## config.mk

```make
export PLATFORM = sky130hd
export DESIGN_NAME = adc_path_control_regs
export DESIGN_NICKNAME = d
export VERILOG_FILES = /design/src/adc_path_pkg.sv /design/src/gain_ramp.sv /design/src/adc_path_control_regs.sv
export SDC_FILE = /design/constraint.sdc
export NUM_CORES = 1
export LEC_CHECK = 0
export BUFFER_PORTS_ARGS = -buffer_cell sky130_fd_sc_hd__buf_4
export CORE_MARGIN = 8
export CORE_UTILIZATION = 45
export DETAILED_ROUTE_END_ITERATION = 8
export PLACE_DENSITY = 0.72
export SYNTH_ARGS = -nofsm -noshare
export SYNTH_HDL_FRONTEND = slang
export SYNTH_SLANG_ARGS = --single-unit
```

## constraint.sdc

```tcl
create_clock -name pclk -period 8.8 [get_ports pclk]
set_input_delay 1.76 -clock pclk [delete_from_list [all_inputs] [get_ports pclk]]
set_output_delay 1.76 -clock pclk [all_outputs]
set_load 0.02 [all_outputs]
```

## src/adc_path_pkg.sv

```systemverilog
// package: register map, field positions, reset values and ramp timing
// of the capture path control bank.
// assumes: an apb slave with 32-bit data, one register per aligned word.
package adc_path_pkg;
  // ----------------------------------------------------------------
  // register indexes (printed offsets) and byte addresses
  // ----------------------------------------------------------------
  localparam logic [11:0] idx_pair01 = 12'h01d; // pair 0/1 control index
  localparam logic [11:0] idx_pair23 = 12'h01e; // pair 2/3 control index
  localparam logic [11:0] idx_gain0 = 12'h01f; // channel 0 gain index
  localparam logic [11:0] idx_status = 12'h040; // filter enables and ramp state
  localparam logic [11:0] addr_pair01 = 12'(idx_pair01 * 4);
  localparam logic [11:0] addr_pair23 = 12'(idx_pair23 * 4);
  localparam logic [11:0] addr_gain0 = 12'(idx_gain0 * 4);
  localparam logic [11:0] addr_status = 12'(idx_status * 4);
  // ----------------------------------------------------------------
  // pair control fields
  // ----------------------------------------------------------------
  localparam int bit_en_lo = 0; // first converter enable
  localparam int bit_en_hi = 1; // second converter enable
  localparam int bit_src = 2; // decimator source select
  localparam int bit_swap = 3; // mic edge swap
  localparam int bit_pol = 4; // mic polarity
  localparam int bit_hp_lo = 5; // high-pass field low bit
  localparam int bit_hp_hi = 6; // high-pass field high bit
  localparam logic [7:0] pair_writable = 8'h7f; // bit 7 reserved, reads zero
  localparam logic [7:0] rst_pair = 8'h00;
  localparam logic [7:0] rst_gain = 8'h00;
  localparam logic [7:0] rst_filter = 8'h00; // all decimation filters off
  localparam logic [7:0] rst_mute = 8'h0f; // mutes set from reset
  // ----------------------------------------------------------------
  // gain ramp
  // ----------------------------------------------------------------
  localparam logic [7:0] gain_floor = 8'hff; // code of -95.625 dB
  localparam logic [7:0] gain_unity = 8'h00; // code of 0 dB
  localparam int samples_per_step = 16; // sample periods per ramp step
  localparam int ramp_steps = 256; // codes across full range
  // high-pass corner codes
  localparam logic [1:0] hp_off = 2'h0;
  localparam logic [1:0] hp_1hz = 2'h1;
  localparam logic [1:0] hp_4hz = 2'h2;
  localparam logic [1:0] hp_8hz = 2'h3;
endpackage : adc_path_pkg

```

## src/gain_ramp.sv

```systemverilog
// gain_ramp: walks the applied gain code of one channel toward a target,
// one code per step, a step every 16 sample strobes.
// assumes: fs_tick is a one-cycle pulse from logic on pclk.
`timescale 1ns/1ps
module gain_ramp (
  input wire logic pclk,
  input wire logic presetn,
  input wire logic fs_tick, // one pulse per sample period
  input wire logic filter_on, // decimation filter enable
  input wire logic mute, // force full attenuation
  input wire logic bypass, // gain stage bypassed
  input wire logic [7:0] target, // programmed gain code
  output logic [7:0] applied, // gain code in use
  output logic ramping // ramp code differs from goal, with filter on and not bypassed
);
  // ----------------------------------------------------------------
  // state
  // ----------------------------------------------------------------
  typedef struct packed {
    logic [7:0] code; // current code
    logic [3:0] div; // sample counter inside a step
    logic on_d; // previous filter enable
  } ramp_state_type;
  ramp_state_type cur_ff, nxt_cur;
  logic [7:0] goal; // where the ramp heads
  // ----------------------------------------------------------------
  // next state
  // ----------------------------------------------------------------
  always_comb begin
    nxt_cur = cur_ff;
    // mute means full attenuation, unless the stage is bypassed
    goal = (mute && !bypass) ? adc_path_pkg::gain_floor : target;
    nxt_cur.on_d = filter_on;
    if (!filter_on) begin
      nxt_cur.code = adc_path_pkg::gain_floor; // held at floor while off
      nxt_cur.div = 4'h0;
    end else if (!cur_ff.on_d) begin
      nxt_cur.code = adc_path_pkg::gain_floor; // ramp starts at -95.625 dB
      nxt_cur.div = 4'h0;
    end else if (fs_tick) begin
      nxt_cur.div = cur_ff.div + 4'h1;
      if (cur_ff.div == 4'(adc_path_pkg::samples_per_step - 1)) begin
        if (cur_ff.code > goal) nxt_cur.code = cur_ff.code - 8'h01;
        else if (cur_ff.code < goal) nxt_cur.code = cur_ff.code + 8'h01;
      end
    end
  end
  // register the state
  always_ff @(posedge pclk or negedge presetn) begin
    if (!presetn) cur_ff <= '{code: adc_path_pkg::gain_floor, div: 4'h0, on_d: 1'b0};
    else cur_ff <= nxt_cur;
  end
  // bypass applies the unity code gain_unity in place of the ramp code, no attenuation applied
  assign applied = bypass ? adc_path_pkg::gain_unity : cur_ff.code;
  assign ramping = filter_on && !bypass && (cur_ff.code != goal);
  // ----------------------------------------------------------------
  // checks
  // ----------------------------------------------------------------
  a_ramp_start_floor: assert property (@(posedge pclk) disable iff (!presetn)
    $rose(filter_on) |=> ##1 (cur_ff.code == 8'hff))
    else $error("ramp did not start at floor");
  a_step_spacing: assert property (@(posedge pclk) disable iff (!presetn)
    (filter_on && $past(filter_on) && cur_ff.code != $past(cur_ff.code))
      |-> $past(fs_tick) && $past(cur_ff.div) == 4'hf)
    else $error("gain step off the 16 sample grid");
  a_step_size: assert property (@(posedge pclk) disable iff (!presetn)
    (filter_on && $past(filter_on) && $past(cur_ff.on_d))
      |-> (cur_ff.code - $past(cur_ff.code) inside {8'h00, 8'h01, 8'hff}))
    else $error("gain moved more than one code");
  a_mute_goal: assert property (@(posedge pclk) disable iff (!presetn)
    (mute && !bypass) |-> goal == 8'hff)
    else $error("mute did not target full attenuation");
  c_ramp_done: cover property (@(posedge pclk) disable iff (!presetn)
    filter_on && $fell(ramping));
endmodule : gain_ramp

```

## src/adc_path_control_regs.sv

```systemverilog
// adc_path_control_regs: apb register bank of the four-channel capture
// path: source, mic polarity and swap, high-pass corner, converter
// enables, channel 0 gain with its soft ramp.
// assumes: single pclk domain; fs_tick comes from logic on pclk.
//
// Added by the designer: the APB slave port.
`timescale 1ns/1ps
// Functional notes
// - polarity bit 4 sets mic one-bit sign
// - swap bit 3 exchanges rising/falling edge channels
// - bit 2 picks converters or digital mics
// - converter on needs enable bit and filter
// - filter enable starts gain ramp from floor
// - one ramp step every 16 sample periods
// - gain code step 0.375 dB attenuation
// - mute forces full attenuation unless bypassed
module adc_path_control_regs (
  input wire logic pclk,
  input wire logic presetn,
  input wire logic psel,
  input wire logic penable,
  input wire logic pwrite,
  input wire logic [11:0] paddr,
  input wire logic [31:0] pwdata,
  output logic [31:0] prdata,
  output logic pready,
  output logic pslverr,
  input wire logic fs_tick, // sample strobe on pclk
  input wire logic [3:0] decim_filter_on, // ch0..ch3 decimation filter enables
  input wire logic [1:0] ch01_mute, // mute of channels 0 and 1
  input wire logic gain_bypass, // channel 0 gain stage bypassed
  output logic pair01_source_sel,
  output logic pair23_source_sel,
  output logic mic_pair_a_polarity,
  output logic mic_pair_b_polarity,
  output logic [1:0] mic_a_rise_chan, // 0 left, 1 right on rising edge
  output logic [1:0] mic_b_rise_chan,
  output logic mic_a_one_negative, // a one bit is a negative value
  output logic mic_b_one_negative,
  output logic mic_pair_a_swap,
  output logic mic_pair_b_swap,
  output logic [1:0] pair01_highpass_sel,
  output logic [1:0] pair23_highpass_sel,
  output logic [3:0] conv_running, // converter fully enabled
  output logic [7:0] ch0_gain_code // gain code in use on channel 0
);
  // ----------------------------------------------------------------
  // state
  // ----------------------------------------------------------------
  typedef struct packed {
    logic [7:0] pair01; // pair 0/1 control
    logic [7:0] pair23; // pair 2/3 control
    logic [7:0] gain0; // programmed channel 0 gain
    logic [31:0] rdata; // registered read data
    logic ready; // access phase answer
    logic err; // unmapped address
    logic [3:0] filt_s; // filter enables, registered
    logic [3:0] run; // converter running
    logic [7:0] gain_out; // applied gain
    logic ramp; // ramp in progress
    // the inverted polarity flags get their own flops so that every
    // output of the bank leaves a register, not a gate after one
    logic neg_a; // pair a: a one bit is negative
    logic neg_b; // pair b: a one bit is negative
  } regs_state_type;
  regs_state_type st_ff, nxt_st;
  logic [7:0] applied; // from ramp engine
  logic ramping; // from ramp engine
  logic hit; // address decodes
  logic [3:0] en_mask; // enable bits of the four converters, masked by their filter enables
  // ----------------------------------------------------------------
  // channel 0 gain ramp
  // ----------------------------------------------------------------
  gain_ramp u_ramp (
    .pclk(pclk),
    .presetn(presetn),
    .fs_tick(fs_tick),
    .filter_on(st_ff.filt_s[0]),
    .mute(ch01_mute[0]),
    .bypass(gain_bypass),
    .target(st_ff.gain0),
    .applied(applied),
    .ramping(ramping)
  );
  // ----------------------------------------------------------------
  // bus and control next state
  // ----------------------------------------------------------------
  always_comb begin
    nxt_st = st_ff;
    en_mask = 4'h0;
    hit = (paddr == adc_path_pkg::addr_pair01) || (paddr == adc_path_pkg::addr_pair23)
       || (paddr == adc_path_pkg::addr_gain0) || (paddr == adc_path_pkg::addr_status);
    // one wait state: answer in the second access cycle
    nxt_st.ready = psel && penable && !st_ff.ready;
    nxt_st.err = psel && penable && !st_ff.ready && !hit;
    if (psel && penable && !st_ff.ready) begin
      nxt_st.rdata = 32'h0;
      if (!pwrite) begin
        case (paddr)
          adc_path_pkg::addr_pair01: nxt_st.rdata = {24'h0, st_ff.pair01};
          adc_path_pkg::addr_pair23: nxt_st.rdata = {24'h0, st_ff.pair23};
          adc_path_pkg::addr_gain0: nxt_st.rdata = {24'h0, st_ff.gain0};
          adc_path_pkg::addr_status: nxt_st.rdata = {15'h0, st_ff.ramp, st_ff.gain_out,
                                                     st_ff.run, st_ff.filt_s};
          default: nxt_st.rdata = 32'h0;
        endcase
      end
    end
    // writes land at the edge where the slave answers ready
    if (psel && penable && pwrite && st_ff.ready) begin
      case (paddr)
        adc_path_pkg::addr_pair01: nxt_st.pair01 = pwdata[7:0] & adc_path_pkg::pair_writable;
        adc_path_pkg::addr_pair23: nxt_st.pair23 = pwdata[7:0] & adc_path_pkg::pair_writable;
        adc_path_pkg::addr_gain0: nxt_st.gain0 = pwdata[7:0];
        default: ;
      endcase
    end
    nxt_st.filt_s = decim_filter_on;
    // a channel runs only with both its enable and its filter set
    en_mask = {st_ff.pair23[1:0], st_ff.pair01[1:0]} & st_ff.filt_s;
    nxt_st.run = en_mask;
    nxt_st.gain_out = applied;
    nxt_st.ramp = ramping;
    // polarity flags follow the stored bit in the same edge as a write,
    // so the two views of one bit never disagree for a cycle
    nxt_st.neg_a = ~nxt_st.pair01[adc_path_pkg::bit_pol];
    nxt_st.neg_b = ~nxt_st.pair23[adc_path_pkg::bit_pol];
  end
  // register the state
  always_ff @(posedge pclk or negedge presetn) begin
    if (!presetn) begin
      // registers clear, but the applied gain sits at full attenuation and
      // a zero polarity bit means a one is negative
      st_ff <= '0;
      st_ff.gain_out <= adc_path_pkg::gain_floor;
      st_ff.neg_a <= 1'b1;
      st_ff.neg_b <= 1'b1;
    end else begin
      st_ff <= nxt_st;
    end
  end
  // ----------------------------------------------------------------
  // outputs, all straight from flip-flops
  // ----------------------------------------------------------------
  assign prdata = st_ff.rdata;
  assign pready = st_ff.ready;
  assign pslverr = st_ff.err;
  assign pair01_source_sel = st_ff.pair01[adc_path_pkg::bit_src];
  assign pair23_source_sel = st_ff.pair23[adc_path_pkg::bit_src];
  assign mic_pair_a_polarity = st_ff.pair01[adc_path_pkg::bit_pol];
  assign mic_pair_b_polarity = st_ff.pair23[adc_path_pkg::bit_pol];
  // polarity zero means a zero bit is positive, so a one is negative
  assign mic_a_one_negative = st_ff.neg_a;
  assign mic_b_one_negative = st_ff.neg_b;
  assign mic_pair_a_swap = st_ff.pair01[adc_path_pkg::bit_swap];
  assign mic_pair_b_swap = st_ff.pair23[adc_path_pkg::bit_swap];
  // channel taken on the rising edge: left unless swapped
  assign mic_a_rise_chan = {1'b0, st_ff.pair01[adc_path_pkg::bit_swap]};
  assign mic_b_rise_chan = {1'b0, st_ff.pair23[adc_path_pkg::bit_swap]};
  assign pair01_highpass_sel = st_ff.pair01[adc_path_pkg::bit_hp_hi:adc_path_pkg::bit_hp_lo];
  assign pair23_highpass_sel = st_ff.pair23[adc_path_pkg::bit_hp_hi:adc_path_pkg::bit_hp_lo];
  assign conv_running = st_ff.run;
  assign ch0_gain_code = st_ff.gain_out;
  // ----------------------------------------------------------------
  // checks
  // ----------------------------------------------------------------
  a_run_needs_both: assert property (@(posedge pclk) disable iff (!presetn)
    conv_running[0] |-> $past(st_ff.pair01[0]) && $past(st_ff.filt_s[0]))
    else $error("converter running without both enables");
  a_write_lands: assert property (@(posedge pclk) disable iff (!presetn)
    (psel && penable && pwrite && pready && paddr == adc_path_pkg::addr_pair01)
      |=> pair01_source_sel == $past(pwdata[2]))
    else $error("pair control write lost");
  a_polarity_map: assert property (@(posedge pclk) disable iff (!presetn)
    mic_a_one_negative != mic_pair_a_polarity)
    else $error("polarity mapping wrong");
  a_swap_edge: assert property (@(posedge pclk) disable iff (!presetn)
    mic_b_rise_chan[0] == mic_pair_b_swap)
    else $error("swap edge mapping wrong");
  a_hp_field: assert property (@(posedge pclk) disable iff (!presetn)
    (psel && penable && pwrite && pready && paddr == adc_path_pkg::addr_pair23)
      |=> pair23_highpass_sel == $past(pwdata[6:5]))
    else $error("high-pass field not stored");
  a_ready_one: assert property (@(posedge pclk) disable iff (!presetn)
    pready |=> !pready)
    else $error("ready held two cycles");
  a_off_floor: assert property (@(posedge pclk) disable iff (!presetn)
    (!gain_bypass && !st_ff.filt_s[0] && $past(!st_ff.filt_s[0])) |=> ch0_gain_code == 8'hff)
    else $error("gain not at floor while filter off");
  a_gain_unity: assert property (@(posedge pclk) disable iff (!presetn)
    $past(gain_bypass) |-> ch0_gain_code == 8'h00)
    else $error("bypass not unity");
  a_polarity_map_b: assert property (@(posedge pclk) disable iff (!presetn)
    mic_b_one_negative != mic_pair_b_polarity)
    else $error("pair b polarity mapping wrong");
  a_swap_edge_a: assert property (@(posedge pclk) disable iff (!presetn)
    mic_a_rise_chan == {1'b0, mic_pair_a_swap})
    else $error("pair a swap edge mapping wrong");
  // bus answer: one wait state, error only on an unmapped address
  a_ready_timing: assert property (@(posedge pclk) disable iff (!presetn)
    (psel && penable && !pready) |=> pready)
    else $error("access not answered in the second cycle");
  a_err_unmapped: assert property (@(posedge pclk) disable iff (!presetn)
    (psel && penable && pready) |-> pslverr == !hit)
    else $error("slave error does not follow the address decode");
  // read data: eight-bit registers leave the upper bits clear
  a_read_upper_zero: assert property (@(posedge pclk) disable iff (!presetn)
    (psel && penable && pready && !pwrite && paddr != adc_path_pkg::addr_status)
      |-> prdata[31:8] == 24'h0)
    else $error("upper read data bits not zero");
  a_gain_readback: assert property (@(posedge pclk) disable iff (!presetn)
    (psel && penable && pready && !pwrite && paddr == adc_path_pkg::addr_gain0)
      |-> prdata[7:0] == st_ff.gain0)
    else $error("gain register read back wrong");
  // per converter: running is exactly enable bit and filter, a cycle late
  for (genvar c = 0; c < 4; c++) begin : g_run_chk
    a_run_each: assert property (@(posedge pclk) disable iff (!presetn)
      conv_running[c] == $past((c < 2 ? st_ff.pair01[c % 2] : st_ff.pair23[c % 2])
                               && st_ff.filt_s[c]))
      else $error("converter run state wrong");
  end
  c_err: cover property (@(posedge pclk) pslverr);
  c_dmic: cover property (@(posedge pclk) pair01_source_sel && pair23_source_sel);
  c_run: cover property (@(posedge pclk) conv_running == 4'hf);
  c_gain_bypass: cover property (@(posedge pclk) gain_bypass && ch0_gain_code == 8'h00);
endmodule : adc_path_control_regs

```

=== Word level (Yosys, flattened, before mapping) ===
Cells that the tools add are included.

* $add $sub $neg: 3
* Div/mod/pow operators: 0
* $mul: 0
* Bitwise logic cells: 3
* Reductions and logical operators: 18
* $lt $le $gt $ge: 2
* Shifts and indexed selects: 0
* Multiplexer cells: 14
* Equal/unequal tests: 9

{| class="wikitable"
|+ Operators with widths
! operator !! number
|-
| 17-bit case mux with 4 select lines || 1
|-
| 8-bit 2-to-1 mux || 6
|-
| 12-bit by 7-bit equality test with 1-bit output (second input constant) || 3
|-
| 12-bit 2-to-1 mux || 3
|-
| 32-bit 2-to-1 mux || 1
|-
| 21-bit 2-to-1 mux || 1
|-
| 12-bit by 9-bit equality test with 1-bit output (second input constant) || 1
|-
| 8-bit by 1-bit adder with 8-bit output (second input constant) || 1
|-
| 8-bit greater-than comparator || 1
|-
| 1-bit logical AND || 8
|-
| 8-bit less-than comparator || 1
|-
| 8-bit != test || 1
|-
| 8-bit by 1-bit subtractor with 8-bit output (second input constant) || 1
|-
| 7-bit 2-to-1 mux || 1
|-
| 3-bit != test (second input constant) || 2
|-
| 2-bit AND reduction || 3
|-
| 5-bit 2-to-1 mux || 1
|-
| 4-bit by 1-bit adder with 4-bit output (second input constant) || 1
|-
| 4-bit AND || 1
|-
| 4-bit equality test (second input constant) || 1
|-
| 4-bit != test (second input constant) || 1
|-
| 1-bit zero test || 3
|-
| 1-bit logical OR || 3
|-
| 3-bit AND reduction || 1
|-
| 1-bit NOT || 2
|}

* Memories kept: 0
* Input bits: 57
* Bits in writable memories: 0
* Register bits after elaboration: 88
* Output and inout bits: 62
* ROM bits: 0
* Bits in latches: 0

=== Longest topological paths before layout ===
* Word-level depth: 10
* Mapped depth: 18
* Gate-level depth less buffers: 16

=== Modules after synthesis ===
From an unflattened synthesis, not the netlist that was laid out.

* Cell total of the unflattened synthesis: 343
* Area, all modules: 3,902.5 µm²

{| class="wikitable"
|+ Modules (own cells, without submodules)
! module !! area an instance (µm²) !! instances !! seq. area each (µm²) !! cells an instance
|-
| adc_path_control_regs || 2,815.2 || 1 || 1,514.0 || 221
|-
| gain_ramp || 1,087.3 || 1 || 335.3 || 122
|}

=== Worst setup path before layout ===
OpenSTA, ideal clock, no wires.

* Path type: input to register
* Start: input gain_bypass
* End: register u_ramp.cur_ff[11] (netlist name)
* Data arrival time: 4.752 ns
* Data required time: 8.721 ns
* Setup time: 0.079 ns
* Setup slack: 3.969 ns
* Buffers on the path: 2
* Cell stages on the path: 18
* Path through: clkbuf_1 nor2b_1 clkbuf_1 or2_2 ha_1 nand2_1 nor3_2 nor2_1 a21oi_2 inv_1 ha_1 nor2b_1 o21a_1 o21a_1 o21ai_0 nand2b_1 xnor2_1 o21ai_0

* Cells in the longest elaborated chain, start to end: 9
* Elaborated cells on any way between the ends: 12

{| class="wikitable"
|+ RTL lines
! what !! line !! RTL
|-
| from (decl) || adc_path_control_regs.sv:31 || <nowiki>input wire logic gain_bypass,</nowiki>
|-
| 1-bit zero test (*) || gain_ramp.sv:32 || <nowiki>goal = (mute && !bypass) ? adc_path_pkg::gain_floor : target;</nowiki>
|-
| 1-bit logical AND (*) || gain_ramp.sv:32 ||
|-
| 8-bit 2-to-1 mux (*) || gain_ramp.sv:32 ||
|-
| 8-bit greater-than comparator || gain_ramp.sv:43 || <nowiki>if (cur_ff.code > goal) nxt_cur.code = cur_ff.code - 8'h01;</nowiki>
|-
| 8-bit 2-to-1 mux || gain_ramp.sv:43 ||
|-
| 8-bit 2-to-1 mux || gain_ramp.sv:42 || <nowiki>if (cur_ff.div == 4'(adc_path_pkg::samples_per_step - 1)) begin</nowiki>
|-
| 12-bit 2-to-1 mux || gain_ramp.sv:40 || <nowiki>end else if (fs_tick) begin</nowiki>
|-
| 12-bit 2-to-1 mux || gain_ramp.sv:37 || <nowiki>end else if (!cur_ff.on_d) begin</nowiki>
|-
| 12-bit 2-to-1 mux || gain_ramp.sv:34 || <nowiki>if (!filter_on) begin</nowiki>
|-
| to (signal assigned) || gain_ramp.sv:50 || <nowiki>if (!presetn) cur_ff <= '{code: adc_path_pkg::gain_floor, div: 4'h0, on_d: 1'b0};</nowiki>
|-
| to (signal assigned) || gain_ramp.sv:51 || <nowiki>else cur_ff <= nxt_cur;</nowiki>
|-
| to (decl) || gain_ramp.sv:24 || <nowiki>ramp_state_type cur_ff, nxt_cur;</nowiki>
|}

Every way passes the cells marked *; elsewhere a longest branch is shown, timed or not. The select of a mux whose other input is x is not followed.
A chain may end at the register's enable or synchronous reset.

=== Worst setup path in the final report ===
Ends and elaborated chain as after synthesis.

==> results by stage <==
Status:
- The flow ran to the end, and the final reports show no timing, DRC or antenna violations.

GRT:
- The via count of the first global-routing pass is 2557.
- The pin count of the biggest net entering global routing is 74.
- The total track usage is 0.141.
- The overflow left after global routing is 0.
- The initial antenna violation count came to 0.
- The global-route wire length before repair is 12800 um.

Pwr:
- The part of the total power dissipated in sequential elements is 0.476.
- In this run the static leakage power is 2.14 nW.
- The worst voltage drop across the vdd grid is 0.0835 mV.
- Overall power consumption after layout is estimated at 0.722 mW.
- The net switching power is 0.163 mW.
- The switching share of power is 0.226.
- The cell internal power dissipation is 0.559 mW.
- The power density over the cells is 165 mW/mm^2.
- Of the total power, combinational logic draws 0.080.
- The power share of the clock group is 0.444.

Cells and area:
- Summing all multi-input logic gate instances after layout gives 0.00156 mm^2.
- After the last flow step, the layout net total stands at 444.
- In the final layout, the share of cells above drive strength 1 is 0.378.
- The diode insertion count for antenna repair is 0.
- The total area of sequential cells is 0.00185 mm^2.
- From synthesis to final layout, the design area changed by 15.2%.
- The number of fill cells in the layout is 719.
- Summing all non-filler instances in the final layout gives an area of 0.00439 mm^2.

Die:
- The row count is 33.
- The starting density of the core is 0.464.
- The die is 108 um tall.
- The number of ports placed on the die boundary is 119.
- The core footprint is 0.00822 mm^2.
- In this run the horizontal extent of the chip is 108 um.
- The die covers 0.0117 mm^2.

STA:
- The final count of pins violating max slew is 0.
- The tightest hold margin is 0.494 ns.
- Setup repair after global routing left no endpoint under its margin.
- Adding up every negative setup slack in the final design gives 0 ns.
- The final-report hold violation count is 0.
- Measured against its own limit, the worst slew margin works out to 0.394.
- The final worst-path cycle share is 0.554.
- Setup violations remaining at the end of the flow were counted as 0.
- The clock arrives with 0.00843 ns of skew.
- In the post-route analysis, the smallest setup slack over all paths is 3.93 ns.
- The pin slew with the least headroom to its limit is 0.906 ns.
- For this run, the top clock speed supported by timing is 0.205 GHz.
- The shortest clock period the worst path allows after layout is 4.87 ns.

Clock network:
- The number of clock sinks is 73.
- The number of buffers on the longest clock path is 2.
- Clock-pin slew was measured on the worst setup and hold paths at 0.08 ns.
- The cell sitting at the root of the clock tree is a sky130_fd_sc_hd__clkbuf_8.
- The deepest level of the CTS H-tree is 3.
- The CTS tree is done.
- The number of buffers inserted to repair setup after CTS is 0.
- In this run, CTS created clock tree buffers numbering 9.
- The number of hold buffers added after CTS is 0.
- Gates resized during post-CTS repair numbered 0.
- At the later pin of the worst-skew pair, clock insertion delay measures 0.34 ns.

Worst hold path:
- The startpoint identified for the worst hold timing path is st_ff[2]$_DFF_PN0_.
- In this run the worst hold path is classified as flop to flop.

Drt:
- After the first detailed-routing iteration, the DRC count stood at 102.
- The aggregate routed wire length is 8010 um.
- The number of iterations in the first detailed-routing pass is 4.
- The number of vias per cell after detailed routing is 5.06.
- For this run, design rule violations remaining after detail routing come to 0.
- In the final routed layout, each cell accounts on average for 16.6 um.
- The via count is 2433.
- The detail route stage leaves a number of antenna-violating nets equal to 0.

Worst setup path:
- STA puts the critical path data required time at 9.06 ns.
- The maximum fanout along the worst path is 10.
- The most critical setup path has its startpoint at gain_bypass.
- The startpoint-to-endpoint class of the critical path is input pin to flop.
- The worst setup path is launched from an input pin.
- The launch point of the worst reg-to-reg path is st_ff[53]$_DFFE_PN0P_.
- The worst setup path is captured at a flop.
- For the worst setup path, the data arrival time is 5.13 ns.

Logic synthesis:
- Yosys mapped the design onto 47 distinct sky130hd cell types.
- The average cell area after synthesis is 11.6 um^2.
- Sorting the synthesized cells by how often they occur yields sky130_fd_sc_hd__dfrtp_1 (55), sky130_fd_sc_hd__buf_4 (53), sky130_fd_sc_hd__mux2_2 (21), sky130_fd_sc_hd__dfstp_2 (18), sky130_fd_sc_hd__nor2_1 (18).
- The simple-gate share of the synthesized area is 0.124.
- The most used flip-flop cell after synthesis is sky130_fd_sc_hd__dfrtp_1.
- Synthesis produced 329 cells.
- Among all cell types in the netlist, the one instantiated most often is sky130_fd_sc_hd__dfrtp_1.
- The main combinational cell family by area after synthesis is simple AND/OR/NAND/NOR gates.
- Of the post-synthesis cell area, the part taken by muxes is 0.0870.
- Sorting the synthesized cells by area gives the leading types as sky130_fd_sc_hd__dfrtp_1 (36%), sky130_fd_sc_hd__dfstp_2 (12%), sky130_fd_sc_hd__buf_4 (10%), sky130_fd_sc_hd__mux2_2 (6.2%), sky130_fd_sc_hd__ha_1 (4.9%).
- The synthesized-area fraction occupied by adder cells is 0.0545.
- The share of the synthesized area in compound gates (AO/OA/AOI/OAI) came to 0.110.
- Synthesis inferred 73 register bits.
- After synthesis the cells add up to 0.00381 mm^2.
- The number of warnings printed during yosys synthesis is 0.
- The fraction of registers with async set/reset is 1.00.
- The xor and xnor area share after synthesis is 0.0184.
- The share of synthesized area in the top cell type comes to 0.361.
- The number of flops mapped to enable cells by yosys is 0.
- The proportion of synthesized chip area in sequential cells is 0.485.
- The biggest area contributor in the post-synthesis netlist is sky130_fd_sc_hd__dfrtp_1.

Place:
- The final weighted congestion in routability-driven placement is 0.813.
- The post-placement setup slack is 3.57 ns.
- The wire-length estimate of the detail-placed layout is 6090 um.
- The number of buffers inserted by port buffering is 76.
- The standard cell area after detailed placement is 0.00414 mm^2.

Run:
- The number of max-cap violations is 0.
[metal layers]
metal	vias to the layer above	track usage	wire length (um)
met3	6	0.0321	474
met1	1191	0.177	3500
met2	60	0.224	3910
met5	-	0	0
li1	1176	-	-
met4	0	0.0654	118
[cell families after synthesis]
kind of cell    Yosys count
simple gates             74
xor+xnor                  8
mux                      30
flops                    73
fa+ha+maj                16
compound gates           58
buf+inv                  69
other cells               1
[worst paths after layout]
| path | slack (ns) | cells after the start | to |
|---|---|---|---|
| max in group asynchronous | 6.69 | 1 | prdata[15]$_DFFE_PN0P_ |
| worst min-delay path | 0.49 | 1 | prdata[16]$_DFFE_PN0P_ |
| worst min register to register | 0.49 | 1 | prdata[16]$_DFFE_PN0P_ |
| min in group asynchronous | 1.53 | 1 | u_ramp.cur_ff[2]$_DFFE_PN0P_ |
| worst max register to register | 5.55 | 15 | u_ramp.cur_ff[11]$_DFFE_PN1P_ |
| worst max-delay path | 3.93 | 17 | u_ramp.cur_ff[11]$_DFFE_PN1P_ |
[stage by stage]
step / util / cells
after floorplan: - / 345
after global routing: 0.534 / 481
after CTS: 0.534 / 481
after global placement: 0.504 / 465
final: 0.534 / 481
after detailed placement: 0.504 / 465
[registers in the layout, indices dropped and copies added (netlist names), 2 cells and up]
name	count
st_ff	17
pair01_highpass_sel	2
prdata	17
ch0_gain_code	8
conv_running	4
pair23_highpass_sel	2
u_ramp.cur_ff	13
[area by class of cell]
class	instances	area share
tap	105	0.0299
inverter	8	0.00684
clock buffer	11	0.0322
sequential	73	0.421
clock inverter	5	0.0237
multi-input combinational	203	0.356
timing repair buffer	76	0.130
[layout by cell type (no fill, tap or decap), drive strengths merged, types with 6 or more instances in the layout]
master and count:
a21oi 10, a22o 17, a22oi 7, and2 6
buf 76, clkbuf 11, conb 17, dfrtp 55
dfstp 18, ha 15, inv 8, mux2 22
mux2i 8, nand2 13, nor2 18, nor2b 10
o22ai 7
[critical path, cell delays in order]
cell	delay [ns]
sky130_fd_sc_hd__buf_4	0.15
sky130_fd_sc_hd__nor2b_1	0.46
sky130_fd_sc_hd__nor2_1	0.09
sky130_fd_sc_hd__ha_1	0.33
sky130_fd_sc_hd__nand4_1	0.14
sky130_fd_sc_hd__nor3_2	0.33
sky130_fd_sc_hd__nor2_1	0.09
sky130_fd_sc_hd__a21oi_2	0.22
sky130_fd_sc_hd__inv_1	0.16
sky130_fd_sc_hd__ha_1	0.35
sky130_fd_sc_hd__nor2b_1	0.16
sky130_fd_sc_hd__o21a_1	0.19
sky130_fd_sc_hd__o21a_1	0.18
sky130_fd_sc_hd__o21ai_0	0.16
sky130_fd_sc_hd__nand2b_1	0.09
sky130_fd_sc_hd__xnor2_1	0.12
sky130_fd_sc_hd__o21ai_0	0.15
[power groups by stage]
| stage | clock [mW] | sequential [mW] | combinational, mW |
|---|---|---|---|
| after floorplan | 0 | 0.350 | 0.0391 |
| after global placement | 0 | 0.350 | 0.0570 |
| after global routing | 0.342 | 0.344 | 0.0648 |
| after CTS | 0.325 | 0.344 | 0.0588 |
| after detailed placement | 0 | 0.350 | 0.0587 |
| final | 0.321 | 0.344 | 0.0580 |
(Power assumes the default switching activity.)
